==> src/pcs_pkg.sv <==
// Shared constants and types for the program counter and return stack
package pcs_pkg;

   // ----------------------------------------------------------------
   // Counter geometry
   // ----------------------------------------------------------------
   localparam int PC_W = 13;
   localparam int LOW_W = 8;
   localparam int LATCH_W = 5;
   localparam int JUMP_W = 11;
   localparam logic [PC_W-1:0] PC_RESET = 13'h0000;
   localparam logic [PC_W-1:0] IRQ_VECTOR = 13'h0004;
   localparam logic [LATCH_W-1:0] LATCH_RESET = 5'h00;

   // ----------------------------------------------------------------
   // Return stack geometry
   // ----------------------------------------------------------------
   localparam int STACK_DEPTH = 8;
   localparam int SP_W = 3;
   localparam logic [SP_W-1:0] SP_RESET = 3'h0;

   // ----------------------------------------------------------------
   // Register port
   // ----------------------------------------------------------------
   localparam int REG_ADDR_W = 2;
   localparam logic [REG_ADDR_W-1:0] OFS_LOW = 2'h0;
   localparam logic [REG_ADDR_W-1:0] OFS_LATCH = 2'h1;
   localparam logic [LOW_W-1:0] RDATA_RESET = 8'h00;

   // Sequencing request from the decoder, sampled with step_i
   typedef enum logic [2:0] {
      PCS_OP_SEQ = 3'h0,
      PCS_OP_BRANCH = 3'h1,
      PCS_OP_CALL = 3'h2,
      PCS_OP_RETURN = 3'h3,
      PCS_OP_IRQ = 3'h4
   } pcs_op_t;

endpackage : pcs_pkg

==> src/pcs_stack_if.sv <==
// Port bundle between the sequencer and its return-address memory
`timescale 1ns/1ps
interface pcs_stack_if;
   import pcs_pkg::*;
   logic wr_en;
   logic [SP_W-1:0] wr_addr;
   logic [PC_W-1:0] wr_data;
   logic [SP_W-1:0] rd_addr;
   logic [PC_W-1:0] rd_data;

   modport ctrl (output wr_en, output wr_addr, output wr_data, output rd_addr,
      input rd_data);
   modport mem (input wr_en, input wr_addr, input wr_data, input rd_addr,
      output rd_data);
endinterface : pcs_stack_if

==> src/pcs_stack_mem.sv <==
// Return-address memory with registered read port and write forwarding
`timescale 1ns/1ps
module pcs_stack_mem
   import pcs_pkg::*;
#(
   parameter int DEPTH = STACK_DEPTH
)
(
   input wire logic clk_i,
   input wire logic rst_i,
   pcs_stack_if.mem stk
);

   logic [PC_W-1:0] entry [DEPTH];
   logic [PC_W-1:0] next_rd_data;

   // ----------------------------------------------------------------
   // Storage, one word per entry
   // ----------------------------------------------------------------
   genvar gi;
   generate
      for (gi = 0; gi < DEPTH; gi++)
      begin : g_entry
         logic [PC_W-1:0] next_word;
         // Contents need no reset; a stale pop just returns old data
         always_comb
         begin
            next_word = entry[gi];
            if (stk.wr_en && (stk.wr_addr == SP_W'(gi)))
               next_word = stk.wr_data;
         end
         always_ff @(posedge clk_i)
         begin
            entry[gi] <= next_word;
         end
      end
   endgenerate

   // ----------------------------------------------------------------
   // Read port
   // ----------------------------------------------------------------
   // Forward a same-cycle write so the new top is valid next cycle
   always_comb
   begin
      next_rd_data = entry[stk.rd_addr];
      if (stk.wr_en && (stk.wr_addr == stk.rd_addr))
         next_rd_data = stk.wr_data;
   end

   always_ff @(posedge clk_i or posedge rst_i)
   begin
      if (rst_i)
         stk.rd_data <= PC_RESET;
      else
         stk.rd_data <= next_rd_data;
   end

endmodule : pcs_stack_mem

==> src/pcs_program_counter.sv <==
// Program counter sequencer with paging latch and circular return stack
//
// Functional notes
// - Counter is 13 bits and addresses one program word.
// - Counter low byte is a software read/write register.
// - Software reaches the upper five counter bits only through the high latch.
// - Any reset clears the whole counter to zero.
// - Low byte write loads latch bits 4..0 into the upper bits.
// - Branch and call use 11 instruction bits plus latch bits 4..3.
// - Eight-entry, 13-bit return stack outside both address spaces.
// - Stack pointer has no software access.
// - Calls and taken interrupts push the return address.
// - All return kinds pop and load the full 13-bit counter.
// - Push and pop never change the high latch.
// - Stack is circular; the ninth push overwrites the oldest entry.
// - No overflow or underflow indication exists.
// - Counter plus paging reach a continuous 8K-word space.
// - High latch is only a holding register for the upper bits.
// - Taken interrupt pushes, then loads the fixed vector.
`timescale 1ns/1ps
module pcs_program_counter
   import pcs_pkg::*;
(
   input wire logic clk_i,
   input wire logic rst_i,
   input wire logic step_i,
   input wire pcs_op_t op_i,
   input wire logic [JUMP_W-1:0] target_i,
   input wire logic [REG_ADDR_W-1:0] reg_addr_i,
   input wire logic [LOW_W-1:0] reg_wdata_i,
   input wire logic reg_wr_i,
   input wire logic reg_rd_i,
   output logic [LOW_W-1:0] reg_rdata_o,
   output logic [PC_W-1:0] pc_o
);

   // ----------------------------------------------------------------
   // State
   // ----------------------------------------------------------------
   logic [PC_W-1:0] pc;
   logic [PC_W-1:0] next_pc;
   logic [LATCH_W-1:0] latch;
   logic [LATCH_W-1:0] next_latch;
   logic [SP_W-1:0] sp;
   logic [SP_W-1:0] next_sp;
   logic [LOW_W-1:0] rdata;
   logic [LOW_W-1:0] next_rdata;
   logic low_wr;
   logic latch_wr;
   logic push;
   logic pop;
   logic [PC_W-1:0] push_data;

   pcs_stack_if stk ();

   // Stack storage lives apart from any register address
   pcs_stack_mem #(
      .DEPTH(STACK_DEPTH)
   ) u_stack (
      .clk_i(clk_i),
      .rst_i(rst_i),
      .stk(stk)
   );

   // ----------------------------------------------------------------
   // Register decode
   // ----------------------------------------------------------------
   assign low_wr = reg_wr_i && (reg_addr_i == OFS_LOW);
   assign latch_wr = reg_wr_i && (reg_addr_i == OFS_LATCH);

   // ----------------------------------------------------------------
   // Counter sequencing
   // ----------------------------------------------------------------
   // A low-byte write is the instruction's own effect, so it beats step_i
   always_comb
   begin
      next_pc = pc;
      push = 1'b0;
      pop = 1'b0;
      push_data = pc + 13'h0001;
      if (low_wr)
      begin
         // Whole latch into upper bits; no carry from the low byte
         next_pc = {latch, reg_wdata_i};
      end
      else if (step_i)
      begin
         case (op_i)
            PCS_OP_SEQ:
               next_pc = pc + 13'h0001;
            PCS_OP_BRANCH:
               next_pc = {latch[4:3], target_i};
            PCS_OP_CALL:
            begin
               push = 1'b1;
               next_pc = {latch[4:3], target_i};
            end
            PCS_OP_RETURN:
            begin
               // Covers plain, literal and interrupt returns alike
               pop = 1'b1;
               next_pc = stk.rd_data;
            end
            PCS_OP_IRQ:
            begin
               // Interrupted instruction has not run, so return to it
               push = 1'b1;
               push_data = pc;
               next_pc = IRQ_VECTOR;
            end
            default:
               next_pc = pc + 13'h0001;
         endcase
      end
   end

   // ----------------------------------------------------------------
   // Stack pointer and high latch
   // ----------------------------------------------------------------
   // Pointer wraps freely; no flag watches it, by design
   always_comb
   begin
      next_sp = sp;
      if (push)
         next_sp = sp + 3'h1;
      else if (pop)
         next_sp = sp - 3'h1;
      // Only a software write touches the latch, never push or pop
      next_latch = latch;
      if (latch_wr)
         next_latch = reg_wdata_i[LATCH_W-1:0];
   end

   // Memory port: write at pointer, prefetch the new top for a pop
   assign stk.wr_en = push;
   assign stk.wr_addr = sp;
   assign stk.wr_data = push_data;
   assign stk.rd_addr = next_sp - 3'h1;

   // ----------------------------------------------------------------
   // Read data, valid only in the cycle after the strobe
   // ----------------------------------------------------------------
   // Pointer has no address here, so it can never be read
   always_comb
   begin
      next_rdata = RDATA_RESET;
      if (reg_rd_i)
      begin
         case (reg_addr_i)
            OFS_LOW:
               next_rdata = pc[LOW_W-1:0];
            OFS_LATCH:
               next_rdata = {3'h0, latch};
            default:
               next_rdata = RDATA_RESET;
         endcase
      end
   end

   // ----------------------------------------------------------------
   // Registers
   // ----------------------------------------------------------------
   always_ff @(posedge clk_i or posedge rst_i)
   begin
      if (rst_i)
      begin
         pc <= PC_RESET;
         latch <= LATCH_RESET;
         sp <= SP_RESET;
         rdata <= RDATA_RESET;
      end
      else
      begin
         pc <= next_pc;
         latch <= next_latch;
         sp <= next_sp;
         rdata <= next_rdata;
      end
   end

   assign pc_o = pc;
   assign reg_rdata_o = rdata;
endmodule : pcs_program_counter

==> config.mk <==
export PLATFORM = sky130hd
export DESIGN_NAME = pcs_program_counter
export DESIGN_NICKNAME = d
export VERILOG_FILES = /design/src/pcs_pkg.sv /design/src/pcs_stack_if.sv /design/src/pcs_stack_mem.sv /design/src/pcs_program_counter.sv
export SDC_FILE = /design/constraint.sdc
export NUM_CORES = 1
export LEC_CHECK = 0
export BUFFER_PORTS_ARGS = -buffer_cell sky130_fd_sc_hd__buf_2
export CELL_PAD_IN_SITES_DETAIL_PLACEMENT = 1
export CELL_PAD_IN_SITES_GLOBAL_PLACEMENT = 2
export CORE_ASPECT_RATIO = 0.9
export CORE_MARGIN = 2
export CORE_UTILIZATION = 46
export CTS_CLUSTER_DIAMETER = 200
export CTS_CLUSTER_SIZE = 24
export DETAILED_ROUTE_END_ITERATION = 16
export PLACE_DENSITY_LB_ADDON = 0.1
export SKIP_CTS_REPAIR_TIMING = 1
export SLEW_MARGIN = 20
export SYNTH_ARGS = -nofsm -noshare
export SYNTH_HDL_FRONTEND = slang
export SYNTH_SLANG_ARGS = --single-unit
==> constraint.sdc <==
create_clock -name clk_i -period 5.4 [get_ports clk_i]
set_input_delay 0.27 -clock clk_i [delete_from_list [all_inputs] [get_ports clk_i]]
set_output_delay 0.27 -clock clk_i [all_outputs]
set_load 0.005 [all_outputs]
==> impl_summary.log <==
[metrics] Clock Skew: 0.0168 ns
[metrics] number of antenna violations at the first check in global routing: 0
[metrics] number of levels the H-tree was split into: 4
[metrics] worst hold-check path type: input port to async pin
[metrics] number of standard cells in the final layout excluding fillers: 750
[metrics] total wire length: 18500 um
[metrics] height of the die: about 120 um
[metrics] fin nets: around 580
[metrics] net count after synthesis: 538
[metrics] fraction of the mapped netlist area in adder cells: 0.0162
[metrics] core area: 14700 sq um
[metrics] endpoint kind of the worst setup timing path: flop
[metrics] detailed-router iteration count before antenna repair: 4
[metrics] largest vdd supply drop: 0.332 mV
[metrics] area fraction in and, or, nand and nor cells after synthesis: 0.0879
[metrics] TritonCTS Buffers: 17
[metrics] Worst Max-Slew Pin Slew: about 1.1 ns
[metrics] combinational family with the most area after synthesis: multiplexers
[metrics] sequential cell area fraction in the yosys report: 0.601
[metrics] compound-cell area share of the yosys netlist: 0.113
[metrics] Starting Density: 0.472
[metrics] share of cell area taken by muxes after synthesis: 0.130
[metrics] outcome: completed
[metrics] DRC violation count after routing: 0
[metrics] cell with the most instances after synthesis: sky130_fd_sc_hd__edfxtp_1
[metrics] I/O Buffers: ~50
[metrics] fraction of the cycle the final worst path needs: 0.750
[metrics] classification of the worst setup path: input port to flop
[metrics] leading register cell type out of synthesis: sky130_fd_sc_hd__edfxtp_1
[metrics] number of clock sinks: 146
[metrics] most instantiated cells after synthesis: sky130_fd_sc_hd__edfxtp_1 (104), sky130_fd_sc_hd__dfrtp_1 (42), sky130_fd_sc_hd__nor2_1 (40)
[metrics] Crit Reg-Reg Endpoint: u_stack.stk.rd_data[2]$_DFF_PP0_
[metrics] number of DRC markers after the initial detailed-route iteration: 355
[metrics] cell depth of the worst flop-to-flop path: 9
[metrics] register clock-pin slew on the reported worst setup and hold paths: approximately 0.060 ns
[metrics] Setup TNS: 0 ns
[metrics] synthesis warning total: 0
[metrics] Clock Tree Root: sky130_fd_sc_hd__clkbuf_16
[metrics] largest fanout on the critical path: 27
[metrics] placed cell count: 718
[metrics] synthesized cell area: between 6000 and 7000 sq um
[metrics] mean number of vias per cell: 6.18
[metrics] wire per inst: ~25 um
[metrics] areal power density over the cells: 537 nW/um^2
[metrics] fraction of layout cells with a size suffix above 1: 0.228
[metrics] Die ar.: 16100 sq um
[metrics] fraction of synthesized cell area in xor and xnor cells: 0.0238
[metrics] Worst R2R Setup Slack: ~1.4 ns
[metrics] via count of the first global-routing pass: 4770
[metrics] ANT cells: 0
[metrics] setup repair after global routing missed its margin: false
[metrics] number of distinct standard cells referenced by the synthesized netlist: 56
[metrics] final-layout worst hold slack: 0.0637 ns
[metrics] largest cells by area after synthesis: sky130_fd_sc_hd__edfxtp_1 (45%), sky130_fd_sc_hd__dfrtp_1 (15%), sky130_fd_sc_hd__mux4_2 (8.1%)
[metrics] post-synthesis cell count: 500
[metrics] global-route wire length before repair: between 20000 and 30000 um
[metrics] Tot GR Track Use: 0.245
[metrics] HPWL after detailed placement: 12300 um
[metrics] clock period minus final worst setup slack: 4.05 ns
[metrics] Total Power: roughly 4.2 mW
[metrics] headroom to the max-slew limit: 0.245
[metrics] area growth from synthesis to layout: 13.8%
[metrics] r2r startpoint: sp[2]$_DFF_PP0_
[metrics] post-synthesis async set-or-reset flop share: 0.288
[metrics] P_leak: 2.94 nW
[metrics] DR vias: roughly 4600
[metrics] FMAX: 0.247 GHz
[metrics] source-to-sink clock delay at the later pin of the worst-skew pair: 0.43 ns
[metrics] largest area contributor in the synthesized netlist: sky130_fd_sc_hd__edfxtp_1
[metrics] endpoint required time on the critical path: 5.74 ns
[metrics] max-slew violation count: 0
[metrics] total gr overflow: 0
[metrics] source of the critical timing path: reg_addr_i[0]
[metrics] top cell type's share of synthesized area: 0.450
[metrics] Top Ports: 50
[metrics] Avg Cell Area, Syn: 13.9 sq um
[metrics] Critical Path AT: about 4.4 ns
[metrics] number of core rows: 42
[metrics] setup-violating endpoint count in the final report: 0
[metrics] category of the worst setup path launch point: input port
[metrics] antenna-violating nets left: 0
[metrics] number of synthesized flops with an enable pin: 104
[metrics] Final Hold Vio Count: 0
[metrics] Routability Congestion: roughly 0.83
[metrics] register bit total from synthesis: roughly 150
[metrics] number of buffers between clock root and the deepest sink: 2
[metrics] pin count of the biggest net entering global routing: 43
[metrics] MaxCap Viol Count: 0
[metrics] width of the chip: 134 um
[metrics] TritonCTS clock tree: done
-- final cells by class --
class | instances | area [sq um]
clock buffer | 18 | 429
clock inverter | 14 | 154
fill | 1483 | 6810
inverter | 10 | 37.5
multi-input combinational | 311 | 2590
sequential | 146 | 4170
tap | 198 | 248
timing repair buffer | 53 | 275
-- placed cells by master, fill, tap and decap left out, types with 4 or more instances in the layout --
master	count
sky130_fd_sc_hd__mux2_2	10
sky130_fd_sc_hd__buf_4	4
sky130_fd_sc_hd__a21oi_1	15
sky130_fd_sc_hd__and2_1	8
sky130_fd_sc_hd__xor2_1	9
sky130_fd_sc_hd__ha_1	9
sky130_fd_sc_hd__o32ai_1	4
sky130_fd_sc_hd__o22ai_1	13
sky130_fd_sc_hd__nand2_1	18
sky130_fd_sc_hd__o21ai_0	18
sky130_fd_sc_hd__dfrtp_1	42
sky130_fd_sc_hd__mux2i_1	20
sky130_fd_sc_hd__a221oi_1	29
sky130_fd_sc_hd__nand2b_1	6
sky130_fd_sc_hd__nand3_1	8
sky130_fd_sc_hd__mux4_2	25
sky130_fd_sc_hd__nor2b_1	6
sky130_fd_sc_hd__xnor2_1	8
sky130_fd_sc_hd__nor2_1	40
sky130_fd_sc_hd__a211oi_1	4
sky130_fd_sc_hd__inv_1	8
sky130_fd_sc_hd__and3_1	16
sky130_fd_sc_hd__a22oi_1	7
sky130_fd_sc_hd__edfxtp_1	104
sky130_fd_sc_hd__clkbuf_16	17
sky130_fd_sc_hd__buf_2	49
-- through the flow --
| step | cell area [sq um] | util | worst slack, ns |
|---|---|---|---|
| 3_3_place_gp | 7320 | 0.498 | 1.30 |
| 6_report | 7900 | 0.537 | 1.35 |
| 2_1_floorplan | 6950 | - | 2.13 |
| 5_1_grt | 7900 | 0.537 | 1.03 |
| 4_1_cts | 7900 | 0.537 | 1.41 |
| 3_5_place_dp | 7320 | 0.498 | 1.04 |
-- where the power goes --
part | internal [mW] | leakage, nW | switching (mW) | total, mW
combinational | 0.670 | 1.22 | 0.884 | 1.55
clock | 0.686 | 0.280 | 0.481 | 1.17
sequential | 1.39 | 1.44 | 0.135 | 1.53
total | 2.75 | 2.94 | 1.50 | 4.25
-- per-layer routing --
| layer | GRT usage | routed length, um |
|---|---|---|
| met5 | 0 | 0 |
| met4 | 0.0519 | 114 |
| met3 | 0.0491 | 667 |
| met2 | 0.385 | 9050 |
| met1 | 0.359 | 8630 |
-- flip-flops by register name (all words and copies together), names as in the netlist --
register / cells
reg_rdata_o: 8
latch: 5
sp: 3
pc_o: 13
u_stack.entry: 104
u_stack.stk.rd_data: 13
-- kinds of logic after synthesis --
logic type	count (synthesis)
AND/OR/NAND/NOR	119
flip-flops	146
multiplexers	56
AO/OA/AOI/OAI	109
buffers and inverters	43
XOR/XNOR	18
adder cells (fa/ha/maj)	9
-- worst max-delay path: stages --
cell                       delay [ns]
sky130_fd_sc_hd__buf_2           0.27
sky130_fd_sc_hd__or3b_1          0.63
sky130_fd_sc_hd__nand2_1         0.28
sky130_fd_sc_hd__o21ai_0         0.28
sky130_fd_sc_hd__o211ai_1        0.12
sky130_fd_sc_hd__o211ai_1        0.23
sky130_fd_sc_hd__ha_1            0.17
sky130_fd_sc_hd__buf_4           0.37
sky130_fd_sc_hd__xor2_1          0.22
sky130_fd_sc_hd__nand2_1         0.14
sky130_fd_sc_hd__a21oi_1         0.93
sky130_fd_sc_hd__a221oi_1        0.28
sky130_fd_sc_hd__o22ai_1         0.18
-- worst max path at each step --
stage / to / cells past startpoint
final: u_stack.stk.rd_data[2]$_DFF_PP0_ / 13
after CTS: u_stack.stk.rd_data[2]$_DFF_PP0_ / 9
after floorplan: u_stack.stk.rd_data[10]$_DFF_PP0_ / 11
after global placement: u_stack.stk.rd_data[10]$_DFF_PP0_ / 14
after detailed placement: u_stack.stk.rd_data[5]$_DFF_PP0_ / 13
after global routing: u_stack.stk.rd_data[5]$_DFF_PP0_ / 13
Power figures use the tool's default switching activity.
